### config.mk
export PLATFORM = sky130hd
export DESIGN_NAME = smsp_core
export DESIGN_NICKNAME = d
export VERILOG_FILES = /design/src/inc/smsp_pkg.sv /design/src/verilog/smsp_core.sv
export VERILOG_INCLUDE_DIRS = /design/src /design/src/inc
export SDC_FILE = /design/constraint.sdc
export NUM_CORES = 1
export LEC_CHECK = 0
export ABC_AREA = 1
export BUFFER_PORTS_ARGS = -buffer_cell sky130_fd_sc_hd__buf_2
export CELL_PAD_IN_SITES_DETAIL_PLACEMENT = 0
export CELL_PAD_IN_SITES_GLOBAL_PLACEMENT = 1
export CORE_ASPECT_RATIO = 1.5
export CORE_MARGIN = 8
export CORE_UTILIZATION = 30
export CTS_CLUSTER_SIZE = 24
export DETAILED_ROUTE_END_ITERATION = 10
export PLACE_DENSITY = 0.63
export SLEW_MARGIN = 20
export SYNTH_ARGS = -nofsm -noshare
export SYNTH_HDL_FRONTEND = slang
export SYNTH_SLANG_ARGS = --single-unit
### constraint.sdc
create_clock -name ref_clk -period 2.9 [get_ports ref_clk]
set_input_delay 0 -clock ref_clk [delete_from_list [all_inputs] [get_ports ref_clk]]
set_output_delay 0 -clock ref_clk [all_outputs]
set_load 0.1 [all_outputs]
### src/inc/smsp_cfg.svh
// Register map, field positions and counts of the serial port block
`ifndef SMSP_CFG_SVH
`define SMSP_CFG_SVH
`define SMSP_A_CTRL   32'h0000_0000
`define SMSP_A_STAT   32'h0000_0004
`define SMSP_A_DATA   32'h0000_0008
`define SMSP_A_DDR    32'h0000_000C
`define SMSP_A_GPO    32'h0000_0010
`define SMSP_CB_IRQ   3'h7
`define SMSP_CB_EN    3'h6
`define SMSP_CB_OD    3'h5
`define SMSP_CB_MST   3'h4
`define SMSP_CB_CPOL  3'h3
`define SMSP_CB_CPHA  3'h2
`define SMSP_SB_TC    3'h7
`define SMSP_SB_WRITE_COLLISION_FLAG  3'h6
`define SMSP_SB_MODE_FAULT_FLAG  3'h4
`define SMSP_P_MISO   2'h0
`define SMSP_P_MOSI   2'h1
`define SMSP_P_SCK    2'h2
`define SMSP_P_SS     2'h3
`define SMSP_DDR_SS   3'h5
`define SMSP_CTRL_RST 8'h00
`define SMSP_DDR_RST  6'h00
`define SMSP_HALF_R0  5'h01
`define SMSP_HALF_R1  5'h02
`define SMSP_HALF_R2  5'h08
`define SMSP_HALF_R3  5'h10
`define SMSP_LAST_EDG 4'hF
`define SMSP_LAST_BIT 3'h7
`define SMSP_RESP_OK  2'h0
`define SMSP_RESP_ERR 2'h2
`endif

### src/inc/smsp_pkg.sv
// Types of the serial port block
`default_nettype none
package smsp_pkg;
  typedef enum logic {
    SMSP_IDLE = 1'b0,
    SMSP_RUN  = 1'b1
  } smsp_mst_state_type;
  typedef logic [7:0] smsp_byte_type;
endpackage
`default_nettype wire

### src/verilog/smsp_core.sv
// Serial peripheral port, master or slave, with AXI4-Lite registers
//
// Our own choices: the AXI4-Lite interface to the registers and the register offsets.
`include "smsp_cfg.svh"
`default_nettype none
module smsp_core
  import smsp_pkg::*;
(
  input  wire logic        ref_clk,
  input  wire logic        reset,
  input  wire logic        clk_en,
  input  wire logic        cpu_irq_mask,
  input  wire logic [31:0] awaddr,
  input  wire logic        awvalid,
  output logic             awready,
  input  wire logic [31:0] wdata,
  input  wire logic [3:0]  wstrb,
  input  wire logic        wvalid,
  output logic             wready,
  output logic [1:0]       bresp,
  output logic             bvalid,
  input  wire logic        bready,
  input  wire logic [31:0] araddr,
  input  wire logic        arvalid,
  output logic             arready,
  output logic [31:0]      rdata,
  output logic [1:0]       rresp,
  output logic             rvalid,
  input  wire logic        rready,
  input  wire logic [3:0]  pin_in,
  output logic [3:0]       pin_out,
  output logic [3:0]       pin_oe_n,
  output logic             irq_req
);

  function automatic logic f_mapped(input logic [31:0] a);
    f_mapped = (a == `SMSP_A_CTRL) || (a == `SMSP_A_STAT) || (a == `SMSP_A_DATA)
            || (a == `SMSP_A_DDR) || (a == `SMSP_A_GPO);
  endfunction

  function automatic logic [4:0] f_half(input logic [1:0] r);
    unique case (r)
      2'b00: f_half = `SMSP_HALF_R0;
      2'b01: f_half = `SMSP_HALF_R1;
      2'b10: f_half = `SMSP_HALF_R2;
      2'b11: f_half = `SMSP_HALF_R3;
    endcase
  endfunction

  logic [7:0]         ctrl_ff;
  logic [5:0]         ddr_ff;
  logic [5:0]         gpo_ff;
  logic               tc_ff, write_collision_flag_ff, mode_fault_flag_ff;
  logic               tc_seen_ff, write_collision_flag_seen_ff, mode_fault_flag_seen_ff;
  smsp_byte_type      sh_ff, rx_buf_ff;
  logic               out_bit_ff;
  logic [3:0]         sync1_ff, sync2_ff;
  logic               sck_prev_ff;
  smsp_mst_state_type st_ff;
  logic [4:0]         div_ff;
  logic [3:0]         edge_ff;
  logic               sck_act_ff;
  logic [2:0]         s_cnt_ff;
  logic               s_act_ff;
  logic               aw_hold_ff, w_hold_ff, wstb_ff;
  logic [31:0]        aw_addr_ff;
  logic [7:0]         w_data_ff;
  logic               irq_ff;
  logic [2:0]         m_smp_ff, m_dn_ff;
  smsp_byte_type      rx_m_ff;

  logic en, mst, cpol, cpha, ss_lo, s_sel, act, busy;
  logic wr_go, rd_go, wr_ctrl, wr_data, rd_stat, rd_data, data_acc;
  logic wr_data_ok, load, coll, mode_fault_flag_ev;
  logic m_tick, m_done, lead, trail, sample, shift, sin, done, s_done;
  logic [3:0] own, role, spi_val, drive, val;

  assign en    = ctrl_ff[`SMSP_CB_EN];
  assign mst   = ctrl_ff[`SMSP_CB_MST];
  assign cpol  = ctrl_ff[`SMSP_CB_CPOL];
  assign cpha  = ctrl_ff[`SMSP_CB_CPHA];
  assign ss_lo = !sync2_ff[`SMSP_P_SS];

  // Bus handshakes
  assign awready = !aw_hold_ff && !bvalid;
  assign wready  = !w_hold_ff && !bvalid;
  assign arready = !rvalid;
  assign wr_go   = aw_hold_ff && w_hold_ff && !bvalid;
  assign rd_go   = arvalid && arready;
  assign wr_ctrl = wr_go && wstb_ff && (aw_addr_ff == `SMSP_A_CTRL);
  assign wr_data = wr_go && (aw_addr_ff == `SMSP_A_DATA);
  assign rd_stat = rd_go && (araddr == `SMSP_A_STAT);
  assign rd_data = rd_go && (araddr == `SMSP_A_DATA);
  assign data_acc = wr_data || rd_data;

  always_ff @(posedge ref_clk) begin
    if (reset) begin
      aw_hold_ff <= 1'b0;
      w_hold_ff  <= 1'b0;
      aw_addr_ff <= 32'h0000_0000;
      w_data_ff  <= 8'h00;
      wstb_ff    <= 1'b0;
      bvalid     <= 1'b0;
      bresp      <= `SMSP_RESP_OK;
    end else if (clk_en) begin
      if (awvalid && awready) begin
        aw_hold_ff <= 1'b1;
        aw_addr_ff <= awaddr;
      end
      if (wvalid && wready) begin
        w_hold_ff <= 1'b1;
        w_data_ff <= wdata[7:0];
        wstb_ff   <= wstrb[0];
      end
      if (wr_go) begin
        aw_hold_ff <= 1'b0;
        w_hold_ff  <= 1'b0;
        bvalid     <= 1'b1;
        bresp      <= f_mapped(aw_addr_ff) ? `SMSP_RESP_OK : `SMSP_RESP_ERR;
      end else if (bready) begin
        bvalid <= 1'b0;
      end
    end
  end

  always_ff @(posedge ref_clk) begin
    if (reset) begin
      rvalid <= 1'b0;
      rdata  <= 32'h0000_0000;
      rresp  <= `SMSP_RESP_OK;
    end else if (clk_en) begin
      if (rd_go) begin
        rvalid <= 1'b1;
        rresp  <= f_mapped(araddr) ? `SMSP_RESP_OK : `SMSP_RESP_ERR;
        unique case (araddr)
          `SMSP_A_CTRL: rdata <= {24'h00_0000, ctrl_ff};
          `SMSP_A_STAT: rdata <= {24'h00_0000, tc_ff, write_collision_flag_ff, 1'b0, mode_fault_flag_ff, 4'h0};
          `SMSP_A_DATA: rdata <= {24'h00_0000, rx_buf_ff};
          `SMSP_A_DDR:  rdata <= {26'h000_0000, ddr_ff};
          `SMSP_A_GPO:  rdata <= {26'h000_0000, gpo_ff};
          default:      rdata <= 32'h0000_0000;
        endcase
      end else if (rready) begin
        rvalid <= 1'b0;
      end
    end
  end

  // Pin synchronisers
  always_ff @(posedge ref_clk) begin
    if (reset) begin
      sync1_ff    <= 4'hF;
      sync2_ff    <= 4'hF;
      sck_prev_ff <= 1'b0;
    end else if (clk_en) begin
      sync1_ff    <= pin_in;
      sync2_ff    <= sync1_ff;
      sck_prev_ff <= act;
    end
  end

  assign mode_fault_flag_ev = en && mst && !ddr_ff[`SMSP_DDR_SS] && ss_lo;

  assign wr_data_ok = wr_data && wstb_ff && !(tc_ff && !tc_seen_ff);
  assign coll = wr_data_ok && busy;
  assign load = wr_data_ok && !busy;

  // fault clears master and pin directions
  always_ff @(posedge ref_clk) begin
    if (reset) begin
      ctrl_ff <= `SMSP_CTRL_RST;
      ddr_ff  <= `SMSP_DDR_RST;
      gpo_ff  <= `SMSP_DDR_RST;
    end else if (clk_en) begin
      if (wr_ctrl)
        ctrl_ff <= w_data_ff;
      if (wr_go && wstb_ff && (aw_addr_ff == `SMSP_A_DDR))
        ddr_ff <= w_data_ff[5:0];
      if (wr_go && wstb_ff && (aw_addr_ff == `SMSP_A_GPO))
        gpo_ff <= w_data_ff[5:0];
      if (mode_fault_flag_ev) begin
        ctrl_ff[`SMSP_CB_MST] <= 1'b0;
        ddr_ff[5:2]           <= 4'h0;
      end
    end
  end

  // Status flags, set wins over clear
  always_ff @(posedge ref_clk) begin
    if (reset) begin
      tc_ff        <= 1'b0;
      write_collision_flag_ff      <= 1'b0;
      mode_fault_flag_ff      <= 1'b0;
      tc_seen_ff   <= 1'b0;
      write_collision_flag_seen_ff <= 1'b0;
      mode_fault_flag_seen_ff <= 1'b0;
    end else if (clk_en) begin
      if (rd_stat && tc_ff)
        tc_seen_ff <= 1'b1;
      else if (data_acc)
        tc_seen_ff <= 1'b0;
      if (rd_stat && write_collision_flag_ff)
        write_collision_flag_seen_ff <= 1'b1;
      else if (data_acc)
        write_collision_flag_seen_ff <= 1'b0;
      if (rd_stat && mode_fault_flag_ff)
        mode_fault_flag_seen_ff <= 1'b1;
      else if (wr_ctrl)
        mode_fault_flag_seen_ff <= 1'b0;
      if (done)
        tc_ff <= 1'b1;
      else if (data_acc && tc_seen_ff)
        tc_ff <= 1'b0;
      if (coll)
        write_collision_flag_ff <= 1'b1;
      else if (data_acc && write_collision_flag_seen_ff)
        write_collision_flag_ff <= 1'b0;
      if (mode_fault_flag_ev)
        mode_fault_flag_ff <= 1'b1;
      else if (wr_ctrl && mode_fault_flag_seen_ff)
        mode_fault_flag_ff <= 1'b0;
    end
  end

  assign m_tick = (st_ff == SMSP_RUN) && (div_ff == f_half(ctrl_ff[1:0]) - 5'h01);
  assign m_done = m_tick && (edge_ff == `SMSP_LAST_EDG);

  // master transfer from data write to flag
  always_ff @(posedge ref_clk) begin
    if (reset) begin
      st_ff      <= SMSP_IDLE;
      div_ff     <= 5'h00;
      edge_ff    <= 4'h0;
      sck_act_ff <= 1'b0;
    end else if (clk_en) begin
      unique case (st_ff)
        SMSP_IDLE: begin
          div_ff     <= 5'h00;
          edge_ff    <= 4'h0;
          sck_act_ff <= 1'b0;
          if (load && mst && !mode_fault_flag_ev)
            st_ff <= SMSP_RUN;
        end
        SMSP_RUN: begin
          div_ff <= m_tick ? 5'h00 : div_ff + 5'h01;
          if (m_tick) begin
            sck_act_ff <= !sck_act_ff;
            edge_ff    <= edge_ff + 4'h1;
          end
          if (m_done || mode_fault_flag_ev || !mst || !en)
            st_ff <= SMSP_IDLE;
        end
      endcase
    end
  end

  // slave shift clock gated by select in either phase
  assign act   = sync2_ff[`SMSP_P_SCK] ^ cpol;
  assign s_sel = en && !mst && ss_lo;
  assign lead  = mst ? (m_tick && !sck_act_ff) : (s_sel && act && !sck_prev_ff);
  assign trail = mst ? (m_tick && sck_act_ff) : (s_sel && !act && sck_prev_ff);
  // data changes half cycle before sampling
  assign sample = cpha ? trail : lead;
  assign shift  = cpha ? lead : trail;
  assign sin    = mst ? sync2_ff[`SMSP_P_MISO] : sync2_ff[`SMSP_P_MOSI];
  assign s_done = !mst && sample && (s_cnt_ff == `SMSP_LAST_BIT);
  assign done   = m_dn_ff[2] || s_done;

  // phase 1 slave active from first edge
  // select may stay low between bytes
  assign busy = (st_ff == SMSP_RUN) || (|m_dn_ff) || (en && !mst && (cpha ? s_act_ff : ss_lo));

  // master MISO sampled after pin register and synchroniser lag
  always_ff @(posedge ref_clk) begin
    if (reset) begin
      m_smp_ff <= 3'h0;
      m_dn_ff  <= 3'h0;
      rx_m_ff  <= 8'h00;
    end else if (clk_en) begin
      if (mode_fault_flag_ev) begin
        m_smp_ff <= 3'h0;
        m_dn_ff  <= 3'h0;
      end else begin
        m_smp_ff <= {m_smp_ff[1:0], mst && sample};
        m_dn_ff  <= {m_dn_ff[1:0], m_done};
      end
      if (m_smp_ff[2])
        rx_m_ff <= {rx_m_ff[6:0], sync2_ff[`SMSP_P_MISO]};
    end
  end

  always_ff @(posedge ref_clk) begin
    if (reset) begin
      s_cnt_ff <= 3'h0;
      s_act_ff <= 1'b0;
    end else if (clk_en) begin
      if (!s_sel)
        s_cnt_ff <= 3'h0;
      else if (sample)
        s_cnt_ff <= s_cnt_ff + 3'h1;
      if (!s_sel || s_done)
        s_act_ff <= 1'b0;
      else if (lead)
        s_act_ff <= 1'b1;
    end
  end

  always_ff @(posedge ref_clk) begin
    if (reset) begin
      sh_ff      <= 8'h00;
      out_bit_ff <= 1'b0;
      rx_buf_ff  <= 8'h00;
    end else if (clk_en) begin
      if (load) begin
        sh_ff      <= w_data_ff;
        out_bit_ff <= w_data_ff[7];
      end else begin
        if (sample)
          sh_ff <= {sh_ff[6:0], sin};
        if (shift)
          out_bit_ff <= sh_ff[7];
      end
      if (m_dn_ff[2])
        rx_buf_ff <= m_smp_ff[2] ? {rx_m_ff[6:0], sync2_ff[`SMSP_P_MISO]} : rx_m_ff;
      else if (s_done)
        rx_buf_ff <= {sh_ff[6:0], sin};
    end
  end

  // select pin released to GP in master when its DDR bit is set
  assign own = {en && !(mst && ddr_ff[`SMSP_DDR_SS]), en, en, en};
  assign role    = {1'b0, mst, mst, !mst && ss_lo};
  assign spi_val = {1'b1, cpol ^ sck_act_ff, out_bit_ff, out_bit_ff};

  for (genvar i = 0; i < 4; i++) begin : g_pin
    assign drive[i] = ddr_ff[i+2] && (own[i] ? role[i] : 1'b1);
    assign val[i]   = own[i] ? spi_val[i] : gpo_ff[i+2];
  end

  always_ff @(posedge ref_clk) begin
    if (reset) begin
      pin_out  <= 4'hF;
      pin_oe_n <= 4'hF;
    end else if (clk_en) begin
      pin_out  <= val;
      pin_oe_n <= ~(drive & (~val | {4{!ctrl_ff[`SMSP_CB_OD]}}));
    end
  end

  // interrupt gated by enable and mask
  always_ff @(posedge ref_clk) begin
    if (reset)
      irq_ff <= 1'b0;
    else if (clk_en)
      irq_ff <= ctrl_ff[`SMSP_CB_IRQ] && !cpu_irq_mask && (tc_ff || mode_fault_flag_ff);
  end
  assign irq_req = irq_ff;
endmodule // smsp_core
`default_nettype wire
Word level (Yosys, flattened, before mapping)
Cells that the tools add are included.
{"block": "totals", "ff_bits": 171, "latchBits": 0, "mem_bits_rw": 0, "rom_bits": 0, "input_bits": 113, "out_inout_bits": 50, "elab_cells": 262, "n_memories": 0}
{"block": "classes", "add_sub_neg": 4, "n_mul": 0, "n_div": 0, "magnitude_cmp": 0, "n_eq_ne": 16, "shifts": 0, "mux": 62, "bitwise_logic": 7, "n_reduce_logical": 134}
{"cell": "$eq 32x4->1 const B", "count": 4}
{"cell": "$eq 32x3->1 const B", "count": 2}
{"cell": "$eq 32x5->1 const B", "count": 2}
{"cell": "$logic_not 32->1", "count": 2}
{"cell": "$logic_and 1x1->1", "count": 53}
{"cell": "$reduce_and 2->1", "count": 25}
{"cell": "$mux 1", "count": 40}
{"cell": "$mux 8", "count": 5}
{"cell": "$pmux 8 s5", "count": 1}
{"cell": "$reduce_bool 2->1", "count": 16}
{"cell": "$pmux 5 s4", "count": 1}
{"cell": "$logic_not 1->1", "count": 19}
{"cell": "$logic_or 1x1->1", "count": 17}
{"cell": "$mux 3", "count": 4}
{"cell": "$mux 5", "count": 2}
{"cell": "$pmux 5 s2", "count": 1}
{"cell": "$mux 4", "count": 2}
{"cell": "$not 4->4", "count": 2}
{"cell": "$pmux 4 s2", "count": 1}
{"cell": "$mux 6", "count": 1}
{"cell": "$add 5x1->5 const B", "count": 1}
{"cell": "$eq 5x5->1", "count": 1}
{"cell": "$sub 5x1->5 const B", "count": 1}
{"cell": "$add 4x1->4 const B", "count": 1}
{"cell": "14 further kinds", "count": 19}

Longest topological paths before layout
{"block": "logic_depth", "word_depth": 13, "mapped_depth": 16}

Worst setup path after synthesis
Ideal clock, no wire load.
{"block": "synth_path", "path_type": "register to register", "startpoint": "register bvalid", "endpoint": "register aw_addr_ff[0]", "setup_time_ps": 65, "arrival_ps": 3227, "required_ps": 2835, "path_slack_ps": -391, "stages_incl_launch_ff": 7, "period_less_slack_ps": 3291, "path_cell_list": "dfxtp_1 nor2_1 nand3_1 inv_1 clkbuf_1 nor2_1 nor2_1"}
{"block": "synth_via", "elab_chain_len": 4}
{"element": "start: declaration", "line_no": "smsp_core.sv:21", "rtl": "output logic bvalid,"}
{"element": "start signal: assignment", "line_no": "smsp_core.sv:103", "rtl": "bvalid <= 1'b0;"}
{"element": "start signal: assignment", "line_no": "smsp_core.sv:118", "rtl": "bvalid <= 1'b1;"}
{"element": "start signal: assignment", "line_no": "smsp_core.sv:121", "rtl": "bvalid <= 1'b0;"}
{"element": "$logic_not 1->1", "line_no": "smsp_core.sv:85", "rtl": "assign awready = !aw_hold_ff && !bvalid;"}
{"element": "$logic_and 1x1->1", "line_no": "smsp_core.sv:85"}
{"element": "via awready", "line_no": "smsp_core.sv:15", "rtl": "output logic awready,"}
{"element": "$logic_and 1x1->1", "line_no": "smsp_core.sv:106", "rtl": "if (awvalid && awready) begin"}
{"element": "$reduce_and 2->1 (no source line)"}
{"element": "end signal: assignment", "line_no": "smsp_core.sv:108", "rtl": "aw_addr_ff <= awaddr;"}
{"element": "end: declaration", "line_no": "smsp_core.sv:66", "rtl": "logic [31:0] aw_addr_ff;"}
The timed path passes the listed nets, and every way through them passes these cells.
A chain may end at the register's enable or synchronous reset.

Worst setup path in the final report
{"block": "layout_path", "startpoint": "register st_ff", "endpoint": "register sh_ff[0]"}
{"block": "layout_via", "elab_chain_len": 6}
{"element": "start: declaration", "line_no": "smsp_core.sv:59", "rtl": "smsp_mst_state_type st_ff;"}
{"element": "start signal: assignment", "line_no": "smsp_core.sv:231", "rtl": "st_ff <= SMSP_IDLE;"}
{"element": "start signal: assignment", "line_no": "smsp_core.sv:242", "rtl": "st_ff <= SMSP_RUN;"}
{"element": "start signal: assignment", "line_no": "smsp_core.sv:251", "rtl": "st_ff <= SMSP_IDLE;"}
{"element": "$logic_and 1x1->1 or $logic_or 1x1->1 (tied branches)", "line_no": "smsp_core.sv:225, smsp_core.sv:271"}
{"element": "$logic_and 1x1->1, or another cell as far along", "line_no": "smsp_core.sv:260", "rtl": "assign lead = mst ? (m_tick && !sck_act_ff) : (s_sel && act && !sck_prev_ff);"}
{"element": "$mux 1, or another cell as far along", "line_no": "smsp_core.sv:260"}
{"element": "$mux 1 or $logic_and 1x1->1 (tied branches)", "line_no": "smsp_core.sv:263, smsp_core.sv:166"}
{"element": "$reduce_bool 2->1 (no source line)"}
{"element": "$reduce_and 2->1 (no source line)"}
{"element": "end signal: assignment", "line_no": "smsp_core.sv:315", "rtl": "sh_ff <= w_data_ff;"}
{"element": "end signal: assignment", "line_no": "smsp_core.sv:319", "rtl": "sh_ff <= {sh_ff[6:0], sin};"}
{"element": "end: declaration", "line_no": "smsp_core.sv:55", "rtl": "smsp_byte_type sh_ff, rx_buf_ff;"}
Several ways; a longest one is shown, not always the timed one.

==> summary.txt <==
Status: finished clean
Worst Reg-to-Reg Cells: 8
Arrival @ worst endpoint: 2.68 ns
Adder-cell share of the synthesized area: 0.904%
Pins over their slew limit: 0
Critical Path RT: 3.22 ns
Net Sw Frac: 28.0%
Final WS setup: 0.539 ns
Psw: 1.35 mW
DIE AREA: 28,300 sq um
Clock skew: 0.00767 ns
Setup violators final: 0
Final hold violations: 0
Chip Height: 202 um
Grt met3 use: 4.06%
Global-route wire length before repair: 34,600 um
GRT Resource Usage Total: 15.5%
Vias per cell: 4.67
Clock latency on the worst-skew pair: 0.43 ns
Most used DFF post-synth: dfxtp_1
Tcrit/Tclk final: 81.4%
Sequential power share: 43.7%
Gate power share: 13.6%
Area growth syn-to-layout: 24.8%
# diodes: 0
Max stage delay on crit path: 0.68 ns
DP Worst Slack: 0.550 ns
Fillers: 2,455
Met2 Resource Use GR: 28.4%
Async set-reset flop share out of synthesis: 0%
CP Launch Type: register
Yosys Warn Count: 0
Xor/xnor share of the synthesized area: 0.633%
Routed WL: 21,500 um
FP Rows: 68
Crit path kind: reg2reg
RePlAce Congestion: 0.783
CTS tree: built
Via count: 6,596
EDFF count, synth: 0
Mapped Area: 6920 sq um
Hold Crit Class: in2reg
Post-cts gate resize count: 0
Largest net degree at the start of global routing: 61
Antenna-violating nets left: 0
Initial DRT Pass Iterations: 4
Number of antenna violations at the first check in global routing: 0
Power, Total: 4.82 mW
Fraction of layout cells with a size suffix above 1: 15.9%
1st-iter DRT viols: 363
Power Dens Cells: 558 nW/um^2
HPWL Detailed: 16,200 um
Synth Register Bits: 145
Relative slew slack: 42.8%
CP most frequent cell: nand3_1
Port bufs: 109
Least-Margin Pin Slew: 0.858 ns
Mapped Cells: 979
Avg Inst Size Synth: 7.07 sq um
Simple-Gate Fraction of Synth Area: 30.3%
Post-synthesis sequential area ratio: 41.9%
Worst reg-to-reg setup slack: 0.54 ns
Num CTS Buffers: 17
Post-synthesis cell type count: 42
Post-route DRC: 0
Internal Power: 3.47 mW
Gr ovfl total: 0
Fmax: 0.424 GHz
Buf/Inv on CP: 1
Fin Setup TNS: 0 ns
Static Leak: 3.72 nW
RSZ-0062 raised after global routing: false
Busiest grt layer: met2
CTS Sinks: 145
Clock transition at path regs: 0.06 ns
Cell Chain, Critical Path: inv_1 > nand3_1 > a21oi_1 > nand3_1 > nand2_2 > nand4_1 > nand2_1 > nor2_1
Nets@finish: 1,240
Synth Area in Compound Gates: 14.5%
Crit Path Max Fanout: 16
Worst Hold Depth: 3
Core area: 22,900 sq um
Final Critical Period: 2.36 ns
Critical path's top delay family: simple AND/OR/NAND/NOR gates
Multiplexer share of the synthesized area: 1.01%
Max-cap violations: 0
Worst IR Drop VDD: 0.297 mV
Root Buffer: clkbuf_16
H-tree depth: 4
Met1 Use GR: 16.8%
Levels on crit path: 8
Main combinational cell family by area after synthesis: simple AND/OR/NAND/NOR gates
DIE WIDTH: 140 um
Clock Power Share: 42.6%
Initial core utilization: 30.2%
Slowest cell on crit path: a21oi_1
Worst-case clock buffer depth: 2
IO Pins: 163
Post-DR wirelength/cell: 15.2 um
Number of global-route vias before repair: 6,529
Critical Path End Type: register
## state kept, by name, indices dropped and copies added (netlist names), 5 cells and up
signal and flops:
w_data_ff 8, sh_ff 8, div_ff 5, gpo_ff 6, rx_buf_ff 8, aw_addr_ff 32, rx_m_ff 8, ddr_ff 6
rdata 8, ctrl_ff 8
## power groups by stage
stage,sequential [mW],clock (mW),combinational (mW)
2_1_floorplan,2.21,0,0.424
5_1_grt,2.11,2.20,0.721
3_3_place_gp,2.15,0,0.610
3_5_place_dp,2.15,0,0.611
6_report,2.11,2.06,0.658
4_1_cts,2.11,2.12,0.664
## tightest hold or removal path, stage by stage
cell and delay, ns:
buf_2 0.16, nand2_1 0.16, a21oi_1 0.08
## final cells by class
cell class | instances | area [sq um] | share of cell area, %
Clock buffer | 24 | 482 | 5.58
Clock inverter | 6 | 57.6 | 0.666
Inverter | 85 | 319 | 3.69
Multi-Input combinational cell | 701 | 3380 | 39.2
Sequential cell | 145 | 2900 | 33.6
Tap cell | 280 | 350 | 4.06
Timing Repair Buffer | 172 | 1140 | 13.2
## final timing paths
check | startpoint | end
max | st_ff | sh_ff[0]
max reg2reg | st_ff | sh_ff[0]
min reg2reg | sync2_ff[1] | sync2_ff[1]
min | clk_en | bvalid
## what timing repair did
action | in CTS | in global routing
buffers inserted | 0 | 0
hold endpoints to repair | 48 | 0
hold buffers | 49 | 0
## cells by family (layout without fill, tap and decap cells)
family | Yosys count | in the layout
adder cells (fa/ha/maj) | 5 | 5
other | 1 | 26
AND/OR/NAND/NOR | 469 | 469
AO/OA/AOI/OAI | 189 | 189
buffers and inverters | 158 | 287
flip-flops | 145 | 145
XOR/XNOR | 5 | 5
multiplexers | 7 | 7
## layout by cell type, fill, tap and decap left out, types with 2 or more instances in the layout
master and instances:
or2_2 2, xor2_1 4, dlygate4sd3_1 49, clkinv_2 4, nand2_4 2, nand4_1 34
nor3_1 10, o21ai_0 77, nand3_1 63, clkbuf_8 3, a21oi_1 88, ha_1 5
mux2i_1 7, dfxtp_1 145, clkbuf_1 4, nand2_2 2, clkbuf_16 17, clkinv_1 2
nand3_2 3, a211oi_1 10, buf_2 109, inv_2 6, nor3_2 3, o211ai_1 9
nor2_4 2, nor2_2 6, inv_1 77, nand3b_1 2, nor3_4 2, nor4_1 2
nor2_1 141, buf_4 14, conb_1 26, nand2_1 191
## synth_stat cells (10+ instances only)
| cell type | n | share of area, % |
|---|---|---|
| a211oi_1 | 10 | 1.1 |
| a21oi_1 | 88 | 6.4 |
| buf_4 | 30 | 3.3 |
| clkbuf_1 | 28 | 1.5 |
| dfxtp_1 | 145 | 42 |
| inv_1 | 78 | 4.2 |
| nand2_1 | 191 | 10 |
| nand3_1 | 63 | 4.6 |
| nand4_1 | 34 | 3.1 |
| nor2_1 | 143 | 7.8 |
| nor3_1 | 10 | 0.72 |
| o21ai_0 | 77 | 5.6 |
## routing by layer
| metal | part of all wire, % | vias to the layer above |
|---|---|---|
| met5 | 0 | - |
| met4 | 1.8 | 0 |
| met3 | 5.8 | 22 |
| met2 | 51 | 166 |
| met1 | 41 | 2942 |
| li1 | - | 3466 |
## metrics by stage
step	std cells	area, sq um	util [%]	hold slack [ns]
2_1_floorplan	1004	7020	-	0.126
3_3_place_gp	1334	7610	33.2	0.214
3_5_place_dp	1334	7610	33.2	0.216
4_1_cts	1413	8640	37.7	0.0160
5_1_grt	1413	8640	37.7	0.0477
6_report	1413	8640	37.7	0.0221
No activity file was read; power rests on OpenSTA's default activity.
